$ cat src/include/asil_pkg.sv
// Package for the alert status and interrupt enable logic.
// Assumes a simple register port supplied by the serial interface block.
package asil_pkg;
  // ----------------------------------------
  // Register indices on the register port.
  // ----------------------------------------
  localparam logic [2:0] ASIL_IDX_SET_ONE = 3'h0;
  localparam logic [2:0] ASIL_IDX_SET_TWO = 3'h1;
  localparam logic [2:0] ASIL_IDX_CLR_ONE = 3'h2;
  localparam logic [2:0] ASIL_IDX_CLR_TWO = 3'h3;
  localparam logic [2:0] ASIL_IDX_EN_ONE = 3'h4;
  localparam logic [2:0] ASIL_IDX_EN_TWO = 3'h5;
  // ----------------------------------------
  // Field layouts and reset values.
  // ----------------------------------------
  localparam int ASIL_W_ONE = 7;
  localparam int ASIL_W_TWO = 3;
  localparam logic [7:0] ASIL_MASK_ONE = 8'h7F;
  localparam logic [7:0] ASIL_MASK_TWO = 8'h07;
  localparam logic [7:0] ASIL_RST = 8'h00;
  localparam logic [7:0] ASIL_ZERO = 8'h00;
  // Bit positions, group one.
  localparam int ASIL_B_CHIP_TW = 6;
  localparam int ASIL_B_LAMP_TSD = 5;
  localparam int ASIL_B_LAMP_TW = 4;
  localparam int ASIL_B_LAMP_OV = 3;
  localparam int ASIL_B_LAMP_UV = 2;
  localparam int ASIL_B_RAIL2_OC = 1;
  localparam int ASIL_B_CORE_OC = 0;
  // Bit positions, group two.
  localparam int ASIL_B_LAMP_OC = 2;
  localparam int ASIL_B_LAMP_DSAT = 1;
  localparam int ASIL_B_RAIL2_DSAT = 0;
endpackage : asil_pkg

$ cat src/asil_top.sv
// Alert status latches, enables and interrupt line.
// Assumes the serial interface supplies one-cycle read and write strobes.
`timescale 1ns/10ps
`default_nettype none
module asil_top
  import asil_pkg::*;
(
  // Clock and reset.
  input wire logic core_clk_i,
  input wire logic rst_i,
  // Alert pins, group one.
  input wire logic chip_thermal_warning_i,
  input wire logic lamp_thermal_shutdown_i,
  input wire logic lamp_thermal_warning_i,
  input wire logic lamp_overvoltage_i,
  input wire logic lamp_undervoltage_i,
  input wire logic rail_two_overcurrent_i,
  input wire logic core_rail_overcurrent_i,
  // Alert pins, group two.
  input wire logic lamp_overcurrent_i,
  input wire logic lamp_driver_desaturation_i,
  input wire logic rail_two_desaturation_i,
  // Register port.
  input wire logic [2:0] reg_idx_i,
  input wire logic reg_rd_i,
  input wire logic reg_wr_i,
  input wire logic [7:0] reg_wdata_i,
  output logic [7:0] reg_rdata_o,
  // Interrupt line.
  output logic irq_out_n_o
);
  // ----------------------------------------
  // Alert synchroniser and bit mapping.
  // ----------------------------------------
  typedef struct packed {
    logic [9:0] s1;
    logic [9:0] s2;
    logic [7:0] en_one;
    logic [7:0] en_two;
    logic [7:0] rdata;
    logic irq;
  } asil_state_t;
  asil_state_t st, next_st;
  logic [ASIL_W_ONE-1:0] raw_one, al_one, r1, f1, re1;
  logic [ASIL_W_TWO-1:0] raw_two, al_two, r2, f2, re2;
  logic rd_set1, rd_set2, rd_clr1, rd_clr2;
  logic wr_en1, wr_en2, irq_hit;
  // ----------------------------------------
  // Decoding helpers.
  // ----------------------------------------
  // Strobe aimed at one register index.
  function automatic logic asil_hit(input logic strobe, input logic [2:0] idx, input logic [2:0] want);
    return strobe && (idx == want);
  endfunction : asil_hit
  // Any rise event whose enable bit is set.
  function automatic logic asil_irq_any(input logic [7:0] ev, input logic [7:0] en);
    return |(ev & en);
  endfunction : asil_irq_any
  always_comb begin
    raw_one = '0;
    raw_one[ASIL_B_CHIP_TW] = chip_thermal_warning_i;
    raw_one[ASIL_B_LAMP_TSD] = lamp_thermal_shutdown_i;
    raw_one[ASIL_B_LAMP_TW] = lamp_thermal_warning_i;
    raw_one[ASIL_B_LAMP_OV] = lamp_overvoltage_i;
    raw_one[ASIL_B_LAMP_UV] = lamp_undervoltage_i;
    raw_one[ASIL_B_RAIL2_OC] = rail_two_overcurrent_i;
    raw_one[ASIL_B_CORE_OC] = core_rail_overcurrent_i;
    raw_two = '0;
    raw_two[ASIL_B_LAMP_OC] = lamp_overcurrent_i;
    raw_two[ASIL_B_LAMP_DSAT] = lamp_driver_desaturation_i;
    raw_two[ASIL_B_RAIL2_DSAT] = rail_two_desaturation_i;
  end
  assign al_one = st.s2[ASIL_W_ONE+ASIL_W_TWO-1:ASIL_W_TWO];
  assign al_two = st.s2[ASIL_W_TWO-1:0];
  assign rd_set1 = asil_hit(reg_rd_i, reg_idx_i, ASIL_IDX_SET_ONE);
  assign rd_set2 = asil_hit(reg_rd_i, reg_idx_i, ASIL_IDX_SET_TWO);
  assign rd_clr1 = asil_hit(reg_rd_i, reg_idx_i, ASIL_IDX_CLR_ONE);
  assign rd_clr2 = asil_hit(reg_rd_i, reg_idx_i, ASIL_IDX_CLR_TWO);
  assign wr_en1 = asil_hit(reg_wr_i, reg_idx_i, ASIL_IDX_EN_ONE);
  assign wr_en2 = asil_hit(reg_wr_i, reg_idx_i, ASIL_IDX_EN_TWO);
  assign irq_hit = asil_irq_any({1'b0, re1}, st.en_one) | asil_irq_any({5'h00, re2}, st.en_two);
  // ----------------------------------------
  // Sticky latches.
  // ----------------------------------------
  // Each latch register has an edge detector of its own, so a read clears
  // only the register that was read.
  asil_edge #(.W(ASIL_W_ONE)) u_rise1 (.core_clk_i(core_clk_i), .rst_i(rst_i), .alert_i(al_one),
    .clr_i(rd_set1), .rise_o(r1), .fall_o(), .rise_ev_o(re1));
  asil_edge #(.W(ASIL_W_ONE)) u_fall1 (.core_clk_i(core_clk_i), .rst_i(rst_i), .alert_i(al_one),
    .clr_i(rd_clr1), .rise_o(), .fall_o(f1), .rise_ev_o());
  asil_edge #(.W(ASIL_W_TWO)) u_rise2 (.core_clk_i(core_clk_i), .rst_i(rst_i), .alert_i(al_two),
    .clr_i(rd_set2), .rise_o(r2), .fall_o(), .rise_ev_o(re2));
  asil_edge #(.W(ASIL_W_TWO)) u_fall2 (.core_clk_i(core_clk_i), .rst_i(rst_i), .alert_i(al_two),
    .clr_i(rd_clr2), .rise_o(), .fall_o(f2), .rise_ev_o());
  // ----------------------------------------
  // Registers and interrupt.
  // ----------------------------------------
  always_comb begin
    next_st = st;
    next_st.s1 = {raw_one, raw_two};
    next_st.s2 = st.s1;
    if (wr_en1) begin
      next_st.en_one = reg_wdata_i & ASIL_MASK_ONE;
    end
    if (wr_en2) begin
      next_st.en_two = reg_wdata_i & ASIL_MASK_TWO;
    end
    if (reg_rd_i) begin
      case (reg_idx_i)
        ASIL_IDX_SET_ONE: next_st.rdata = {1'b0, r1};
        ASIL_IDX_SET_TWO: next_st.rdata = {5'h00, r2};
        ASIL_IDX_CLR_ONE: next_st.rdata = {1'b0, f1};
        ASIL_IDX_CLR_TWO: next_st.rdata = {5'h00, f2};
        ASIL_IDX_EN_ONE: next_st.rdata = st.en_one;
        ASIL_IDX_EN_TWO: next_st.rdata = st.en_two;
        default: next_st.rdata = ASIL_ZERO;
      endcase
    end
    // Interrupt pulses when an enabled alert becomes active.
    next_st.irq = irq_hit;
  end
  always_ff @(posedge core_clk_i or posedge rst_i) begin
    if (rst_i) begin
      st <= '0;
    end else begin
      st <= next_st;
    end
  end
  assign reg_rdata_o = st.rdata;
  assign irq_out_n_o = ~st.irq;
endmodule : asil_top
`default_nettype wire

$ cat src/asil_edge.sv
// Sticky edge latch for one group of alert bits.
// Assumes alerts already synchronised to core_clk_i.
`timescale 1ns/10ps
`default_nettype none
module asil_edge
  import asil_pkg::*;
#(
  parameter int W = 8
) (
  // Clock and reset.
  input wire logic core_clk_i,
  input wire logic rst_i,
  // Alert levels and read clear.
  input wire logic [W-1:0] alert_i,
  input wire logic clr_i,
  // Latched edges and the unlatched rise event.
  output logic [W-1:0] rise_o,
  output logic [W-1:0] fall_o,
  output logic [W-1:0] rise_ev_o
);
  typedef struct packed {
    logic [W-1:0] prev;
    logic [W-1:0] rise;
    logic [W-1:0] fall;
  } asil_edge_t;
  asil_edge_t st, next_st;
  logic [W-1:0] rev, fev;
  always_comb begin
    rev = alert_i & ~st.prev;
    fev = ~alert_i & st.prev;
    next_st = st;
    next_st.prev = alert_i;
    next_st.rise = (clr_i ? '0 : st.rise) | rev;
    next_st.fall = (clr_i ? '0 : st.fall) | fev;
  end
  always_ff @(posedge core_clk_i or posedge rst_i) begin
    if (rst_i) begin
      st <= '0;
    end else begin
      st <= next_st;
    end
  end
  assign rise_o = st.rise;
  assign fall_o = st.fall;
  assign rise_ev_o = rev;
endmodule : asil_edge
`default_nettype wire

$ cat config.mk
export PLATFORM = sky130hd
export DESIGN_NAME = asil_top
export DESIGN_NICKNAME = d
export VERILOG_FILES = /design/src/include/asil_pkg.sv /design/src/asil_top.sv /design/src/asil_edge.sv
export SDC_FILE = /design/constraint.sdc
export NUM_CORES = 1
export LEC_CHECK = 0
export ABC_CLOCK_PERIOD_IN_PS = 2840
export BUFFER_PORTS_ARGS = -buffer_cell sky130_fd_sc_hd__buf_2
export CELL_PAD_IN_SITES_DETAIL_PLACEMENT = 1
export CELL_PAD_IN_SITES_GLOBAL_PLACEMENT = 1
export CORE_MARGIN = 2
export CORE_UTILIZATION = 46
export CTS_CLUSTER_DIAMETER = 50
export CTS_CLUSTER_SIZE = 20
export DETAILED_ROUTE_END_ITERATION = 12
export PLACE_DENSITY_LB_ADDON = 0.1
export SLEW_MARGIN = 10
export SYNTH_ARGS = -nofsm -noshare
export SYNTH_HDL_FRONTEND = slang
export SYNTH_SLANG_ARGS = --single-unit
$ cat constraint.sdc
create_clock -name core_clk_i -period 2.84 [get_ports core_clk_i]
set_clock_uncertainty 0.15 [all_clocks]
set_input_delay 0.426 -clock core_clk_i [delete_from_list [all_inputs] [get_ports core_clk_i]]
set_output_delay 0.426 -clock core_clk_i [all_outputs]
set_load 0.03 [all_outputs]
==> results_dict.tcl, run 1 <==
set metrics [dict create \
    grt_use_met2_pct 30.9 \
    vdd_drop_max_mv 0.394 \
    io_buffers 31 \
    final_common_cell "dfrtp_1" \
    drive_above_1_share_pct 31.7 \
    cp-start-kind "input port" \
    worstPathMaxFanout 14 \
    synth.area.top_cells "dfrtp_1, mux2_2, buf_4" \
    leakage_uw 0.00136 \
    grtUsageMet3_pct 4.20 \
    fp.dieH_um 78.9 \
    final_cells 299 \
    powerDensity_nw_per_um2 727 \
    grt.total_usage_pct 19.6 \
    clkSinkCount 68 \
    rsz0062_at_grt "false" \
    setup_viol 0 \
    fmax_ghz 0.645 \
    ant_nets 0 \
    final_cell_mix "dfrtp_1, buf_2, mux2_2" \
    synth_fp_nets 217 \
    synth.top_cell.area_share_pct 66.0 \
    synth_cells 192 \
    synth_cell_type_count 29 \
    dpl.cell_count 283 \
    place_area_sq_um 2750 \
    core_sq_um 5470 \
    row_count 27 \
    status "finished clean" \
    path_cells "buf_2, mux2_2, a222oi_1, a21oi_1" \
    syn2layout_area_growth_pct 14.2 \
    syn_area_per_cell_sq_um 13.4 \
    worstMarginPinSlew_ps 693 \
    critPathArrivalTime_ps 1610 \
    drt-initial-drc-count 93 \
    clkSlewWorstSetupHoldPaths_ps 70 \
    hold_viol_final 0 \
    slew_viol_final 0 \
    crit_type "input port to register" \
    cp_num_buf_inv 1 \
    fin_nets 247 \
    drt_pass1_iterations 4 \
    ctsResizeCount 0 \
    clockRootBuffer "clkbuf_8" \
    grt_use_met1_pct 25.4 \
    min_path_type "input port to asynchronous set/reset pin" \
    drt-total-wl_mm 5.29 \
    first_global_vias 1705 \
    die_area_sq_um 6220 \
    gr-total-overflow 0 \
    top_usage_layer "met2" \
    maxCapViolCount 0 \
    grt_pass1_wl_mm 8.87 \
    clockBufferDepth 2 \
    via_count 1569 \
    vias_per_cell 5.25 \
    antenna_found_initial 0 \
    relSlewSlack_pct 53.8 \
    ys_seq_area_share_pct 66.0 \
    cts_tree "built" \
    crit_path_end_kind "register" \
    wl_per_cell_um 17.7 \
    finish.instance_area_sq_um 2950 \
    required_ps 2900 \
    postCtsSetupBuffers 0 \
    fin_setup_tns_ps 0 \
    grt_max_degree 39 \
    insertion_delay_ps 340 \
    yosys_warnings 0 \
    routabilityCongestion 0.767 \
    critPathTopFamily "compound AO/OA/AOI/OAI gates" \
    numCtsBuffers 9 \
    syn_area_sq_um 2580 \
    cp_slowest_stage_delay_ps 390 \
    yosys.area.top_type "dfrtp_1" \
    ys_ff_latch 68 \
    finalCritPeriodShare_pct 54.6 \
    period_needed_ps 1550 \
    diodes 0 \
    initial_core_util_pct 47.1 \
    cts.htree.levels 3 \
    die-width_um 78.9 \
    hold_buffers 0 \
    hpwl_mm 3.69 \
    crit_path_top_delay_cell "a222oi_1" \
    drc 0 \
    io_pins 34 \
]
-- cell families after synthesis --
family | synth area share (%)
AOI/OAI and AO/OA | 10.1
DFF | 66.0
and+or+nand+nor | 7.27
buffers and inverters | 6.30
muxes | 10.2
other | 0.145
-- state kept, by name, summed over array words and instances, names as in the netlist --
register,cells
al_one,7
u_fall1.fall_o,7
u_rise2.st,3
st,11
next_st,10
u_rise1.rise_o,7
u_fall1.st,7
al_two,3
reg_rdata_o,7
u_rise2.rise_o,3
u_fall2.fall_o,3
-- layout make-up --
type                    count  area (sq um)
well taps                  72          90.1
inverters                  17          63.8
clock buffers              10           128
flip-flops and latches     68          1700
repair buffers             33           183
fillers                   589          2530
clock inverters             6          65.1
multi-input cells          93           716
-- Yosys cell counts --
| library cell | n |
|---|---|
| buf_6 | 1 |
| mux4_2 | 1 |
| and4_1 | 1 |
| a21o_1 | 6 |
| nand3b_1 | 4 |
| nor2b_1 | 7 |
| o21ai_0 | 7 |
| buf_4 | 10 |
| dfrtp_1 | 68 |
| a22oi_1 | 8 |
| nand4_1 | 1 |
| buf_2 | 1 |
| o2bb2ai_1 | 2 |
| nand4bb_1 | 1 |
| conb_1 | 1 |
| nand2b_1 | 1 |
| nand2_1 | 9 |
| and3_2 | 1 |
| inv_1 | 17 |
| o22ai_1 | 4 |
| clkbuf_1 | 2 |
| mux2_4 | 1 |
| a222oi_1 | 2 |
| a21oi_1 | 3 |
| nand3_1 | 2 |
| and2b_1 | 2 |
| mux2_2 | 20 |
| a22o_1 | 5 |
| nor2_1 | 4 |
-- routing by layer --
metal	vias up	routed length, um
met4	0	119
li1	715	-
met2	38	2590
met3	13	225
met5	-	0
met1	803	2360
-- report_power, final --
group	switching [uW]	total, uW	internal (uW)	leakage (uW)
Sequential	59.9	1120	1060	0.000763
Combinational	137	256	119	0.000505
Clock	357	762	405	0.0000962
Total	554	2140	1590	0.00136
-- per-stage QoR --
step	setup WS, ps	power (uW)	utilization, %	hold slack, ps
after global placement	995	1380	50.3	182
after floorplan	552	1320	-	181
final	1290	2140	53.8	36.6
after CTS	1310	2170	53.8	24.7
after global routing	1230	2260	53.8	16.5
after detailed placement	967	1400	50.3	186
-- worst paths after layout --
| check | start | end | slack (ps) | cells past startpoint |
|---|---|---|---|---|
| setup / recovery | reg_idx_i[2] | reg_rdata_o[2] | 1290 | 4 |
| hold / removal | rst_i | u_rise2.rise_o[1] | 40 | 2 |
| setup reg to reg | st[9] | reg_rdata_o[0] | 1330 | 3 |
| hold reg to reg | next_st[29] | al_one[1] | 200 | 0 |
| max in group asynchronous | rst_i | u_rise2.rise_o[0] | 1850 | 3 |
| min in group core_clk_i | lamp_overcurrent_i | next_st[27] | 40 | 1 |
Note: power is estimated with default switching activity, not from simulation.
==> run 2, diff against run 1 <==
--- a/config.mk
+++ b/config.mk
@@ -5,12 +5,12 @@
 export SDC_FILE = /design/constraint.sdc
 export NUM_CORES = 1
 export LEC_CHECK = 0
-export ABC_CLOCK_PERIOD_IN_PS = 2840
+export ABC_CLOCK_PERIOD_IN_PS = 1300
 export BUFFER_PORTS_ARGS = -buffer_cell sky130_fd_sc_hd__buf_2
 export CELL_PAD_IN_SITES_DETAIL_PLACEMENT = 1
 export CELL_PAD_IN_SITES_GLOBAL_PLACEMENT = 1
 export CORE_MARGIN = 2
-export CORE_UTILIZATION = 46
+export CORE_UTILIZATION = 41
 export CTS_CLUSTER_DIAMETER = 50
 export CTS_CLUSTER_SIZE = 20
 export DETAILED_ROUTE_END_ITERATION = 12
==> constraint.sdc (replaced) <==
create_clock -name core_clk_i -period 1.3 [get_ports core_clk_i]
set_clock_uncertainty 0.15 [all_clocks]
set_input_delay 0.195 -clock core_clk_i [delete_from_list [all_inputs] [get_ports core_clk_i]]
set_output_delay 0.195 -clock core_clk_i [all_outputs]
set_load 0.03 [all_outputs]
==> run 2 against run 1 <==
The flow now finishes with violations (negative setup slack). Sequential power up 120%. Power is 140% higher. Register-to-register slack got worse by 1400 ps. Die area is 12% higher. Core utilization rose by 2.7 points. Clock power increased by 150%. Flip-flop and latch count is the same. Setup slack lost 1400 ps. Critical endpoint is now reg_rdata_o[0].
==> results_dict.tcl, run 2 (same netlist as run 1, synthesis figures left out) <==
set metrics [dict create \
    critPathArrivalTime_ps 1490 \
    status "finished, violations left" \
    finalCritPeriodShare_pct 109 \
    cts.htree.levels 3 \
    crit_type "register to register" \
    holdWs_ps 48.4 \
    core_sq_um 5990 \
    final_common_cell "dfrtp_1" \
    die-width_um 83.3 \
    fillers 607 \
    gr-total-overflow 0 \
    worst_slack_ps -115 \
    antenna_found_initial 0 \
    cts_tree "built" \
    fmax_ghz 0.707 \
    powerDensity_nw_per_um2 1520 \
    clockBufferDepth 2 \
    drt_pass1_iterations 4 \
    ant_nets 0 \
    violations "negative setup slack" \
    final_util_pct 56.6 \
    hpwl_mm 3.89 \
    hold_viol_final 0 \
    initial_core_util_pct 43.1 \
    clkSlewWorstSetupHoldPaths_ps 70 \
    setup_viol 3 \
    clockRootBuffer "clkbuf_8" \
    via_count 1688 \
    grt_pass1_wl_mm 9.44 \
    total_power_uw 5140 \
    leakage_uw 0.00158 \
    required_ps 1370 \
    rsz0062_at_grt "true" \
    numCtsBuffers 9 \
    min_path_type "input port to register" \
    fin_setup_tns_ps -229 \
    grt.total_usage_pct 17.9 \
    drc 0 \
    io_pins 34 \
    fin_nets 288 \
    crit_path_end_kind "register" \
    die_area_sq_um 6940 \
    final_cell_mix "dfrtp_1, buf_2, buf_4" \
    wl_per_cell_um 16.5 \
    diodes 0 \
    row_count 28 \
    clkSinkCount 68 \
    grt_max_degree 69 \
    routabilityCongestion 0.766 \
    fp.dieH_um 83.3 \
    slew_viol_final 0 \
    cp-start-kind "register" \
    drt-total-wl_mm 5.66 \
    vias_per_cell 4.92 \
    drt-initial-drc-count 63 \
    io_buffers 31 \
    period_needed_ps 1410 \
    first_global_vias 1830 \
    insertion_delay_ps 340 \
    syn2layout_area_growth_pct 31.4 \
    vdd_drop_max_mv 0.702 \
    maxCapViolCount 0 \
    drive_above_1_share_pct 36.2 \
    worstPathMaxFanout 2 \
    largest_reg_flops 11 \
    top_register "st" \
]
## run 2: changes by cell type in the layout (fill, tap and decap cells not counted), moves of 2 or more
cell           change
buf_4             +22
clkinv_4           -2
mux2_4             +8
mux2_2             -8
dlygate4sd3_1     +19
## run 2: power by group
group          switching (uW)  total (uW)  internal, uW
registers                 133        2460          2320
clock network             771        1900          1130
logic                     351         781           430
total                    1260        5140          3880
## run 2: final timing paths
| path | cells past startpoint | startpoint | slack, ps | to |
|---|---|---|---|---|
| max reg2reg | 3 | st[17] | -110 | reg_rdata_o[0] |
| max | 3 | st[17] | -110 | reg_rdata_o[0] |
| min | 3 | reg_rd_i | 50 | reg_rdata_o[1] |
| min in group asynchronous | 4 | rst_i | 340 | al_two[2] |
| min reg2reg | 0 | next_st[26] | 200 | al_two[1] |
| max in group asynchronous | 4 | rst_i | 380 | u_rise1.rise_o[6] |
## run 2: through the flow
step | setup slack, ps | area [sq um] | std cells
finish | -115 | 3390 | 343
detailed placement | -199 | 2950 | 306
global route | -147 | 3390 | 343
global placement | -173 | 2950 | 306
floorplan | -31.7 | 2630 | 192
CTS | -91.0 | 3370 | 341
## run 2: timing repair
action	CTS	global route
endpoints found under the hold margin	89	0
hold buffers	19	0
buffers inserted	0	2
resized for setup	3	2
endpoints found under the setup margin	4	4
## run 2: worst max-delay path: stages (launching register included)
cell,delay (ps)
dfrtp_1,410
mux4_2,480
a22oi_2,190
a21oi_2,70
## run 2: cell type report
type	count	area, sq um	share of cell area, %
timing repair buffer	74	541	15.9
inverter	17	67.6	1.99
tap	75	93.8	2.77
multi-input combinational	93	768	22.7
clock inverter	4	72.6	2.14
sequential	68	1700	50.2
clock buffer	12	145	4.28
## run 2: layer usage
metal	routed length (um)	track usage (%)
met3	242	4.67
met5	0	0
met2	2570	25.9
met4	95	7.15
met1	2760	25.8
